File: config.mk
export PLATFORM = sky130hd
export DESIGN_NAME = dgp_port
export DESIGN_NICKNAME = d
export VERILOG_FILES = /design/src/logic/dgp_pkg.sv /design/src/logic/dgp_port.sv
export SDC_FILE = /design/constraint.sdc
export NUM_CORES = 1
export LEC_CHECK = 0
export ABC_AREA = 1
export BUFFER_PORTS_ARGS = -buffer_cell sky130_fd_sc_hd__buf_2
export CORE_MARGIN = 10
export CORE_UTILIZATION = 30
export CTS_CLUSTER_DIAMETER = 30
export DETAILED_ROUTE_END_ITERATION = 12
export PLACE_DENSITY_LB_ADDON = 0.15
export SETUP_SLACK_MARGIN = 0.3
export SLEW_MARGIN = 30
export SYNTH_ARGS = -nofsm -noshare
export SYNTH_HDL_FRONTEND = slang
export SYNTH_SLANG_ARGS = --single-unit
File: constraint.sdc
create_clock -name core_clk -period 1 [get_ports core_clk]
set_input_delay 0.1 -clock core_clk [delete_from_list [all_inputs] [get_ports core_clk]]
set_output_delay 0.1 -clock core_clk [all_outputs]
set_load 0.02 [all_outputs]
File: src/logic/dgp_pkg.sv
// Constants and carrier types for the dual general-purpose port block.
// Assumes a single core clock and an Avalon-MM register slave.
package dgp_pkg;
  localparam int unsigned ADDR_W = 5;
  localparam int unsigned DATA_W = 32;

  // Register byte offsets
  localparam logic [4:0] OFF_FIRST_LATCH   = 5'h00;
  localparam logic [4:0] OFF_FIRST_DIR     = 5'h04;
  localparam logic [4:0] OFF_SECOND_LATCH  = 5'h08;
  localparam logic [4:0] OFF_SECOND_DIR    = 5'h0C;
  localparam logic [4:0] OFF_SECOND_PULLUP = 5'h10;
  localparam logic [4:0] OFF_CONFIG        = 5'h14;
  localparam logic [4:0] OFF_STATUS        = 5'h18;

  // Config register fields
  localparam int unsigned CFG_HIZ_BIT = 0;
  localparam int unsigned CFG_RST_BIT = 1;
  // Status register fields
  localparam int unsigned STS_FORCE_BIT = 0;

  // Pin positions inside the register bytes
  localparam int unsigned FIRST_LO  = 0;
  localparam int unsigned FIRST_HI  = 2;
  localparam int unsigned SECOND_LO = 1;
  localparam int unsigned SECOND_HI = 2;

  // Reset values
  localparam logic [2:0] FIRST_RST  = 3'h0;
  localparam logic [1:0] SECOND_RST = 2'h0;
  localparam logic       CFG_HIZ_RST = 1'b0;
  localparam logic       CFG_RST_RST = 1'b0;

  // N-channel open-drain pins and the pin taken by the reset function
  localparam logic [2:0] FIRST_OD_MASK  = 3'h4;
  localparam logic [1:0] SECOND_OD_MASK = 2'h0;
  localparam logic [2:0] RST_PIN_MASK   = 3'h4;

  localparam logic [31:0] RD_ZERO = 32'h0000_0000;

  typedef struct packed {
    logic [2:0] first;
    logic [1:0] second;
  } dgp_pad_s;
endpackage : dgp_pkg

File: src/logic/dgp_port.sv
// Dual general-purpose port: latches, directions, pull-ups, pad control.
// Assumes CPU bus and standby controller run on core_clk; pads are asynchronous.
`timescale 1ns/100ps
`default_nettype none

// Operation
// RULE1 - direction bit one makes pin output
// RULE2 - output pin driven with latch value
// RULE3 - data write updates latch, output follows
// RULE4 - write to input pin stores only
// RULE5 - direction bit zero makes pin input
// RULE6 - read of output pin returns latch
// RULE7 - input read returns pin; RMW returns latch
// RULE8 - reset clears all direction bits
// RULE9 - standby with select forces high impedance
// RULE10 - forced standby blocks input, reads low
// RULE11 - select clear keeps pins in standby
// RULE12 - pull-up bit one connects pull-up
// RULE13 - pull-up off while pin drives low
// RULE14 - open-drain output one is high impedance
// RULE15 - reset select removes third first-port pin
// RULE16 - bits 0..2 first, 1..2 second
// RULE17 - software disables sharing peripheral outputs; no peripheral shares these pads here, so the block has no such control
// RULE18 - unconnected bits read zero, ignore writes
module dgp_port (
  input  wire logic                     core_clk,
  input  wire logic                     rstn,
  input  wire logic [dgp_pkg::ADDR_W-1:0] avs_address,
  input  wire logic                     avs_read,
  input  wire logic                     avs_write,
  input  wire logic [3:0]               avs_byteenable,
  input  wire logic [dgp_pkg::DATA_W-1:0] avs_writedata,
  input  wire logic                     cpu_rmw,
  input  wire logic                     stop_watch_mode,
  input  wire dgp_pkg::dgp_pad_s        pad_in,
  output var  logic [dgp_pkg::DATA_W-1:0] avs_readdata,
  output var  logic                     avs_waitrequest,
  output var  dgp_pkg::dgp_pad_s        pad_out,
  output var  dgp_pkg::dgp_pad_s        pad_oe,
  output var  logic [1:0]               pad_pullup
);

  logic [2:0]              first_port_latch_q;
  logic [2:0]              first_port_dir_q;
  logic [1:0]              second_port_latch_q;
  logic [1:0]              second_port_dir_q;
  logic [1:0]              second_port_pullup_q;
  logic                    standby_pin_hiz_select_q;
  logic                    external_reset_select_q;
  dgp_pkg::dgp_pad_s       sync1_q;
  dgp_pkg::dgp_pad_s       sync2_q;
  logic                    wait_q;
  logic [31:0]             rdata_q;
  logic [31:0]             rdata_d;
  dgp_pkg::dgp_pad_s       oe_d;
  logic [1:0]              pullup_d;
  logic                    force_hiz;
  logic                    wr_go;
  logic                    req;
  logic                    lane0;
  logic [2:0]              first_in;
  logic [1:0]              second_in;
  logic [2:0]              first_rd;
  logic [1:0]              second_rd;

  assign req       = avs_read | avs_write;
  assign wr_go     = avs_write & ~wait_q;
  assign lane0     = avs_byteenable[0];
  assign force_hiz = standby_pin_hiz_select_q & stop_watch_mode; // [RULE9] [RULE11]

  // Bus handshake: one wait cycle then answer
  always_ff @(posedge core_clk or negedge rstn) begin
    if (!rstn) begin
      wait_q <= 1'b1;
    end else begin
      wait_q <= ~(req & wait_q);
    end
  end

  // Latch and direction registers
  always_ff @(posedge core_clk or negedge rstn) begin
    if (!rstn) begin
      first_port_latch_q  <= dgp_pkg::FIRST_RST;
      second_port_latch_q <= dgp_pkg::SECOND_RST;
      first_port_dir_q    <= dgp_pkg::FIRST_RST;  // [RULE8]
      second_port_dir_q   <= dgp_pkg::SECOND_RST; // [RULE8]
    end else if (wr_go && lane0) begin
      if (avs_address == dgp_pkg::OFF_FIRST_LATCH) begin
        first_port_latch_q <= avs_writedata[dgp_pkg::FIRST_HI:dgp_pkg::FIRST_LO]; // [RULE3] [RULE4] [RULE16]
      end else if (avs_address == dgp_pkg::OFF_FIRST_DIR) begin
        first_port_dir_q <= avs_writedata[dgp_pkg::FIRST_HI:dgp_pkg::FIRST_LO];
      end else if (avs_address == dgp_pkg::OFF_SECOND_LATCH) begin
        second_port_latch_q <= avs_writedata[dgp_pkg::SECOND_HI:dgp_pkg::SECOND_LO]; // [RULE3] [RULE16] [RULE18]
      end else if (avs_address == dgp_pkg::OFF_SECOND_DIR) begin
        second_port_dir_q <= avs_writedata[dgp_pkg::SECOND_HI:dgp_pkg::SECOND_LO];
      end
    end
  end

  // Pull-up and configuration registers
  always_ff @(posedge core_clk or negedge rstn) begin
    if (!rstn) begin
      second_port_pullup_q     <= dgp_pkg::SECOND_RST;
      standby_pin_hiz_select_q <= dgp_pkg::CFG_HIZ_RST;
      external_reset_select_q  <= dgp_pkg::CFG_RST_RST;
    end else if (wr_go && lane0) begin
      if (avs_address == dgp_pkg::OFF_SECOND_PULLUP) begin
        second_port_pullup_q <= avs_writedata[dgp_pkg::SECOND_HI:dgp_pkg::SECOND_LO];
      end else if (avs_address == dgp_pkg::OFF_CONFIG) begin
        standby_pin_hiz_select_q <= avs_writedata[dgp_pkg::CFG_HIZ_BIT];
        external_reset_select_q  <= avs_writedata[dgp_pkg::CFG_RST_BIT];
      end
    end
  end

  // Two-stage pad synchroniser
  always_ff @(posedge core_clk or negedge rstn) begin
    if (!rstn) begin
      sync1_q <= '0;
      sync2_q <= '0;
    end else begin
      sync1_q <= pad_in;
      sync2_q <= sync1_q;
    end
  end

  // Input path, blocked low in forced standby or when reset pin
  always_comb begin
    first_in  = sync2_q.first & ~{3{force_hiz}} & ~(dgp_pkg::RST_PIN_MASK & {3{external_reset_select_q}}); // [RULE10] [RULE15]
    second_in = sync2_q.second & ~{2{force_hiz}}; // [RULE10]
    // Latch for outputs or RMW reads, pin otherwise
    first_rd  = cpu_rmw ? first_port_latch_q
              : ((first_port_dir_q & first_port_latch_q) | (~first_port_dir_q & first_in)); // [RULE6] [RULE7]
    second_rd = cpu_rmw ? second_port_latch_q
              : ((second_port_dir_q & second_port_latch_q) | (~second_port_dir_q & second_in)); // [RULE6] [RULE7]
  end

  // Read mux; unmapped and unconnected bits are zero
  always_comb begin
    rdata_d = dgp_pkg::RD_ZERO;
    if (avs_address == dgp_pkg::OFF_FIRST_LATCH) begin
      rdata_d[dgp_pkg::FIRST_HI:dgp_pkg::FIRST_LO] = first_rd;
    end else if (avs_address == dgp_pkg::OFF_FIRST_DIR) begin
      rdata_d[dgp_pkg::FIRST_HI:dgp_pkg::FIRST_LO] = first_port_dir_q;
    end else if (avs_address == dgp_pkg::OFF_SECOND_LATCH) begin
      rdata_d[dgp_pkg::SECOND_HI:dgp_pkg::SECOND_LO] = second_rd; // [RULE18]
    end else if (avs_address == dgp_pkg::OFF_SECOND_DIR) begin
      rdata_d[dgp_pkg::SECOND_HI:dgp_pkg::SECOND_LO] = second_port_dir_q;
    end else if (avs_address == dgp_pkg::OFF_SECOND_PULLUP) begin
      rdata_d[dgp_pkg::SECOND_HI:dgp_pkg::SECOND_LO] = second_port_pullup_q;
    end else if (avs_address == dgp_pkg::OFF_CONFIG) begin
      rdata_d[dgp_pkg::CFG_HIZ_BIT] = standby_pin_hiz_select_q;
      rdata_d[dgp_pkg::CFG_RST_BIT] = external_reset_select_q;
    end else if (avs_address == dgp_pkg::OFF_STATUS) begin
      rdata_d[dgp_pkg::STS_FORCE_BIT] = force_hiz;
    end
  end

  always_ff @(posedge core_clk or negedge rstn) begin
    if (!rstn) begin
      rdata_q <= dgp_pkg::RD_ZERO;
    end else if (avs_read && wait_q) begin
      rdata_q <= rdata_d;
    end
  end

  // Pad enables: direction, standby force, open drain, reset pin
  always_comb begin
    oe_d.first  = first_port_dir_q & ~{3{force_hiz}} // [RULE1] [RULE5] [RULE9]
                & ~(dgp_pkg::FIRST_OD_MASK & first_port_latch_q) // [RULE14]
                & ~(dgp_pkg::RST_PIN_MASK & {3{external_reset_select_q}}); // [RULE15]
    oe_d.second = second_port_dir_q & ~{2{force_hiz}} // [RULE1] [RULE5] [RULE9]
                & ~(dgp_pkg::SECOND_OD_MASK & second_port_latch_q); // [RULE14]
    pullup_d    = second_port_pullup_q & ~(oe_d.second & ~second_port_latch_q); // [RULE12] [RULE13]
  end

  // Registered pad outputs
  always_ff @(posedge core_clk or negedge rstn) begin
    if (!rstn) begin
      pad_out    <= '0;
      pad_oe     <= '0;
      pad_pullup <= 2'h0;
    end else begin
      pad_out.first  <= first_port_latch_q; // [RULE2]
      pad_out.second <= second_port_latch_q; // [RULE2]
      pad_oe         <= oe_d;
      pad_pullup     <= pullup_d;
    end
  end

  assign avs_readdata    = rdata_q;
  assign avs_waitrequest = wait_q;
endmodule // dgp_port

`default_nettype wire

# ---- Word level (Yosys, flattened, before mapping)
# Index checks and enable logic that the tools add are counted.
dict set report word_totals {
  regBits 40
  input_bits 52
  out_inout_bits 45
  wordCells 80
}
dict set report op_classes {
  eq_ne 6
  mux 14
  n_bitwise 33
  reduce_logical 9
}
# cell n
set op_table {}
lappend op_table {{AND 3 bit} 7}
lappend op_table {{equality test 5 bit, second input constant} 3}
lappend op_table {{AND 2 bit} 6}
lappend op_table {{inverter 3 bit} 4}
lappend op_table {{equality test 5 x 4 -> 1 bit, second input constant} 2}
lappend op_table {{2-to-1 mux 3 bit} 3}
lappend op_table {{2-to-1 mux 1 bit} 8}
lappend op_table {{inverter 2 bit} 4}
lappend op_table {{2-to-1 mux 2 bit} 3}
lappend op_table {{inverter 1 bit} 6}
lappend op_table {{AND reduction 3 bit} 2}
lappend op_table {{equality test 5 x 3 -> 1 bit, second input constant} 1}
lappend op_table {{zero test 5 bit} 1}
lappend op_table {{AND reduction 5 bit} 1}
lappend op_table {{AND reduction 2 bit} 2}
lappend op_table {{AND reduction 4 bit} 1}
lappend op_table {{AND 1 bit} 3}
lappend op_table {{OR 3 bit} 1}
lappend op_table {{logical AND 1 bit} 2}
lappend op_table {{OR 2 bit} 1}
lappend op_table {{OR 1 bit} 1}

# ---- Depth between registers and ports, before layout
# Gate-level depths: netlist of run 1.
dict set report logic_depth {
  word_depth 9
  ltp_mapped 9
  mapped_depth_nobuf 9
}

# ---- Least setup slack after synthesis of run 1
# Ideal clock, no wire load.
dict set report synth_path {
  path_kind {register to register}
  start {reg wait_q (netlist: avs_waitrequest)}
  end {reg rdata_q[2] (netlist: avs_readdata[2])}
  setup_ps 117
  t_arrival_ps 1024
  required_ps 883
  path_slack_ps -141
  stages_incl_launch_ff 6
  path_buffers 0
  period_less_slack_ps 1141
  cell_sequence {dfstp_2 nand2_1 inv_1 nand2_1 nor2_1 nor2_1}
}
dict set report synth_between {
  elab_chain_len 1
}
# item line_no
set synth_lines {}
lappend synth_lines {{start: declaration} dgp_port.sv:52} ;# logic wait_q;
lappend synth_lines {{start signal: assignment} dgp_port.sv:76} ;# wait_q <= ~(req & wait_q);
lappend synth_lines {{logical AND 1 bit} dgp_port.sv:162} ;# end else if (avs_read && wait_q) begin
lappend synth_lines {{end signal: assignment} dgp_port.sv:161} ;# rdata_q <= dgp_pkg::RD_ZERO;
lappend synth_lines {{end signal: assignment} dgp_port.sv:163} ;# rdata_q <= rdata_d;
lappend synth_lines {{end: declaration} dgp_port.sv:53} ;# logic [31:0] rdata_q;
# Every way passes these cells.
# A chain may end at the register's enable or synchronous reset.

# ---- Final worst setup path of run 1
dict set report layout_path {
  start {reg wait_q (netlist: avs_waitrequest)}
  end {out avs_waitrequest}
}
# item line_no
set layout_lines {}
lappend layout_lines {{end: declaration} dgp_port.sv:37} ;# output var logic avs_waitrequest,
# No word-level cell between the ends.

==> qor.txt, run 1 <==
Initial Utilization -> 30.5%
Crit Path Category -> reg -> out
Vias in the first global route -> 1,592
Clock Sinks -> 40
Synth area leaders -> dfrtp_1 51%, buf_4 12%, nand2_1 8.2%
Max VDD drop -> 0.000699 V
Status -> finished, violations left
Final hold violations -> 1
Worst hold stages -> 2
Hold_buf cts -> 6
I/O Buffers -> 35
Num ports -> 97
Synth top area share -> 51.0%
Top-count cell post-synth -> nand2_1
CP Launch Type -> flop
Post-route ant nets -> 0
Synth unique cells -> 24
Max Fclk -> 865 MHz
Via count -> 1,509
Num CTS Buffers -> 5
Top post-synthesis cells by count -> 42 x nand2_1, 39 x dfrtp_1, 30 x buf_4, 18 x inv_1, 16 x nor2_1
Final instance area -> 0.00284 sq mm
Reg2reg end -> standby_pin_hiz_select_q
Max Cap Viol -> 0
Die area -> 0.00997 sq mm
Setup_tns -> -1.90 ns
Seq. cell area -> 0.00100 sq mm
Via density -> 4.11
YS warnings -> 0
Kind of end point of the critical path -> output pin
Peak fanout along the critical path -> 4
CP max stage delay -> 0.62 ns
Sequential share of the synthesized area -> 52.4%
Multi-input combinational cell area -> 845 sq um
CTS tree -> yes
First-pass GRT wire length -> 8050 um
Worst-path cell chain -> buf_6
Required @ worst endpoint -> 0.90 ns
Violated checks -> hold timing, setup timing
Static Leak -> 1.48 nW
Final min period -> 1.16 ns
Setup ws final -> -0.156 ns
Ys async rst share -> 100%
Total wire length -> 4740 um
Syn_area_per_cell -> 9.42 sq um
Layout cell share with drive strength beyond 1 -> 44.8%
Synth-to-Final Area Change -> 48.3%
Pwr Total -> 3.83 mW
Synth Register Bits -> 40
RD Place Congestion -> 0.852
CP top delay family -> flip-flops
Flop2flop setup slack -> -0.12 ns
Main synth FF type -> dfrtp_1
Htree depth -> 2
Fin crit share -> 116%
CP Depth -> 1
Worst Setup SP -> avs_waitrequest
Crit-path slowest cell -> dfstp_2
Nets@finish -> 341
Initial DRT Pass Iterations -> 6
Initial antenna violation count -> 0
Worst-case reg-to-reg path depth -> 5
Hold Crit Class -> in -> reg
Post-DP HPWL -> 3600 um
Total gr overflow -> 0
Skew-Pair Late Insertion Delay -> 0.29 ns
Final Setup Violations -> 23
Critical path arrival -> 1.06 ns
Root Driver -> clkbuf_8
N_diodes -> 0
RSZ-0062 raised after global routing -> yes
Die width -> 99.9 um
Post-synthesis cell area -> 0.00191 sq mm
Skew final -> 0.00274 ns
Hold Slack -> -0.0320 ns
Largest net degree at the start of global routing -> 41
Post-place instance area -> 0.00230 sq mm
Max Root-Sink Buffers -> 2
Worst R2R Start -> avs_waitrequest
Final Max Tran Viols -> 0
Leading area contributor after synthesis -> dfrtp_1
Row count -> 29
Initial drt markers -> 75
Core box area -> 0.00628 sq mm
Vert. Die Dim -> 99.9 um
Pwr per Cell Area -> 1350 mW/mm^2
Worst path bufs/invs -> 1
CP endpoint -> avs_waitrequest
Fillers -> 614
DR WL/cell -> 12.9 um
Clock slew at reported path FFs -> 0.08 ns
Number of flops mapped to enable cells by yosys -> 0
Gate Count Post-Synth -> 203
Drt drc -> 0
Overall Global Routing Usage -> 9.88%
[sequential cells by signal (all words and copies together) (netlist names)]
| name | count |
|---|---|
| sync1_q | 5 |
| first_port_latch_q | 3 |
| standby_pin_hiz_select_q | 1 |
| pad_out | 5 |
| second_port_pullup_q | 2 |
| pad_pullup | 2 |
| second_port_latch_q | 2 |
| avs_waitrequest | 1 |
| first_port_dir_q | 3 |
| external_reset_select_q | 1 |
| second_port_dir_q | 2 |
| sync2_q | 5 |
| avs_readdata | 3 |
| pad_oe | 5 |
[stage by stage]
stage                     instances  utilization [%]  worst slack (ns)
after floorplan                 231                -           -0.0849
after global placement          341             36.6            -0.115
after detailed placement        341             36.6            -0.120
after CTS                       357             41.9            -0.171
after global routing            367             45.2            -0.234
final                           367             45.2            -0.156
[what timing repair did]
item,in CTS,in global routing
pin swaps,3,11
gates resized for setup,49,31
setup buffers,2,10
cloned,0,0
endpoints found under the setup margin,41,41
hold endpoints to repair,45,1
[layout by cell type (no fill, tap or decap), types with 6 or more instances in the layout]
master         netlist  routed
dfrtp_1             39      39
buf_4               30      30
conb_1               1      29
nand2_1             42      27
buf_6                1      23
buf_2                0      19
inv_1               18      15
nand2_2              2      12
nor2_1              16      12
nand4_1             12      12
o21ai_1              9      10
nor2_4               4       8
clkbuf_8             0       6
dlygate4sd3_1        0       6
[layout make-up]
class	instances	area share (%)
inverters	21	3.04
flip-flops and latches	40	35.3
well taps	77	3.40
clock inverters	2	0.353
repair buffers	82	25.2
clock buffers	6	2.91
multi-input cells	139	29.8
[layer usage]
| layer | wire, um | global-route usage (%) | up-vias |
|---|---|---|---|
| li1 | - | - | 764 |
| met1 | 2120 | 12.5 | 690 |
| met2 | 2220 | 15.2 | 49 |
| met3 | 319 | 3.09 | 6 |
| met4 | 79 | 4.30 | 0 |
| met5 | 0 | 0 | - |
[report_power, final]
group	switching (mW)	internal, mW	total, mW
sequential	0.0858	1.74	1.83
combinational	0.486	0.408	0.893
clock	0.554	0.550	1.10
total	1.13	2.70	3.83
[worst min-delay path by stage]
stage	start	endpoint	slack, ns
2_1_floorplan	rstn	avs_readdata[0]	-0.20
3_3_place_gp	rstn	second_port_latch_q[1]	0.09
3_5_place_dp	rstn	pad_out[1]	0.09
4_1_cts	avs_write	avs_waitrequest	-0.04
5_1_grt	avs_write	avs_waitrequest	-0.01
6_report	avs_write	avs_waitrequest	-0.03
[logic make-up (layout without fill, tap and decap cells)]
kind of cell	after synthesis	count (layout)	synth area share, %
simple gates	86	86	24.3
buf+inv	52	111	16.6
flops	40	40	52.4
compound gates	24	24	6.54
other cells	1	29	0.196
(Power assumes the default switching activity.)
==> run 2, diff against run 1 <==
--- a/config.mk
+++ b/config.mk
@@ -8,7 +8,7 @@
 export ABC_AREA = 1
 export BUFFER_PORTS_ARGS = -buffer_cell sky130_fd_sc_hd__buf_2
 export CORE_MARGIN = 10
-export CORE_UTILIZATION = 30
+export CORE_UTILIZATION = 41
 export CTS_CLUSTER_DIAMETER = 30
 export DETAILED_ROUTE_END_ITERATION = 12
 export PLACE_DENSITY_LB_ADDON = 0.15
==> qor.txt, run 2 (synthesis gave the netlist of run 1 again) <==
Required @ worst endpoint -> 0.90 ns
Via count -> 1,551
First-pass GRT wire length -> 7400 um
CP Launch Type -> flop
Max Root-Sink Buffers -> 2
Final Setup Violations -> 18
Layout cell share with drive strength beyond 1 -> 42.7%
Max Cap Viol -> 0
Violated checks -> setup timing
Pwr Total -> 3.76 mW
Max Fclk -> 865 MHz
Status -> finished, violations left
Most common cell after layout, fill and taps aside -> dfrtp_1
DR WL/cell -> 14.4 um
Initial drt markers -> 87
Placed Cells -> 310
CP max stage delay -> 0.62 ns
Post-DP HPWL -> 3490 um
Skew final -> 0.00666 ns
Fin crit share -> 116%
Die area -> 0.00780 sq mm
Total wire length -> 4810 um
CTS tree -> yes
Max VDD drop -> 0.000787 V
Largest net degree at the start of global routing -> 25
Clock slew at reported path FFs -> 0.07 ns
CP top delay family -> flip-flops
Hold Slack -> 0.113 ns
Overall Global Routing Usage -> 12.1%
RSZ-0062 raised after global routing -> yes
Initial antenna violation count -> 0
Crit Path Category -> reg -> out
Root Driver -> clkbuf_8
Htree depth -> 2
Critical path arrival -> 1.06 ns
Vert. Die Dim -> 88.3 um
Worst path bufs/invs -> 1
Core box area -> 0.00444 sq mm
Post-Layout Cell Count -> 333
Post-route ant nets -> 0
Num CTS Buffers -> 5
Row count -> 24
Skew-Pair Late Insertion Delay -> 0.29 ns
Total gr overflow -> 0
Commonest non-fill, non-tap cells in the layout -> 39 x dfrtp_1, 29 x conb_1, 27 x nand2_1
Static Leak -> 1.43 nW
Initial Utilization -> 43.0%
Final Max Tran Viols -> 0
Synth-to-Final Area Change -> 42.4%
Setup ws final -> -0.156 ns
Final min period -> 1.16 ns
Initial DRT Pass Iterations -> 4
Die width -> 88.3 um
Via density -> 4.66
Nets@finish -> 332
Crit-path slowest cell -> dfstp_2
Pwr per Cell Area -> 1380 mW/mm^2
Hold Crit Class -> in -> reg
Kind of end point of the critical path -> output pin
Num ports -> 97
Peak fanout along the critical path -> 4
RD Place Congestion -> 0.879
Clock Sinks -> 40
I/O Buffers -> 35
Worst-path cell chain -> buf_6
Vias in the first global route -> 1,583
N_diodes -> 0
Final hold violations -> 0
Drt drc -> 0
Final Util -> 61.3%
[run 2: final timing paths]
check / slack, ns / from / depth (start not counted) / to
hold reg to reg: 0.35 / sync1_q[0] / 0 / sync2_q[0]
setup reg to reg: -0.11 / avs_waitrequest / 4 / first_port_latch_q[1]
max in group asynchronous: 0.40 / rstn / 3 / pad_out[4]
hold / removal: 0.11 / avs_writedata[0] / 3 / first_port_latch_q[0]
min in group asynchronous: 0.20 / rstn / 2 / pad_pullup[0]
setup / recovery: -0.16 / avs_waitrequest / 1 / avs_waitrequest
[run 2: repair_timing]
item,in CTS,in global routing
endpoints found under the setup margin,41,41
hold buffers,7,1
setup buffers,3,4
hold endpoints to repair,46,1
gates resized for setup,53,29
pin swaps,14,18
[run 2: power by group]
group	total (mW)	leakage [nW]	switching, mW	internal, mW
Clock	1.08	0.0455	0.518	0.562
Combinational	0.846	0.867	0.480	0.365
Sequential	1.83	0.522	0.0905	1.74
Total	3.76	1.43	1.09	2.67
[run 2: final cells by class]
cell class,instances,area [sq um]
clock buffers,8,90.1
fillers,377,1720
inverters,21,88.8
multi-input cells,139,846
flip-flops and latches,40,1000
well taps,52,65.1
repair buffers,73,632
[run 2: per-stage QoR]
stage	TNS (ns)	area, sq um	worst slack, ns
after floorplan	-0.357	2030	-0.0849
after global placement	-1.29	2230	-0.133
after detailed placement	-1.34	2230	-0.134
after CTS	-0.837	2580	-0.162
after global routing	-2.60	2720	-0.203
final	-1.47	2720	-0.156
[run 2: metal layers]
| metal | vias to the layer above | track usage (%) | wire length [um] | share of wire [%] |
|---|---|---|---|---|
| met4 | 0 | 5.87 | 97 | 2.0 |
| li1 | 746 | - | - | - |
| met5 | - | 0 | 0 | 0 |
| met2 | 65 | 20.8 | 2440 | 51 |
| met3 | 8 | 3.03 | 319 | 6.6 |
| met1 | 732 | 13.8 | 1950 | 41 |
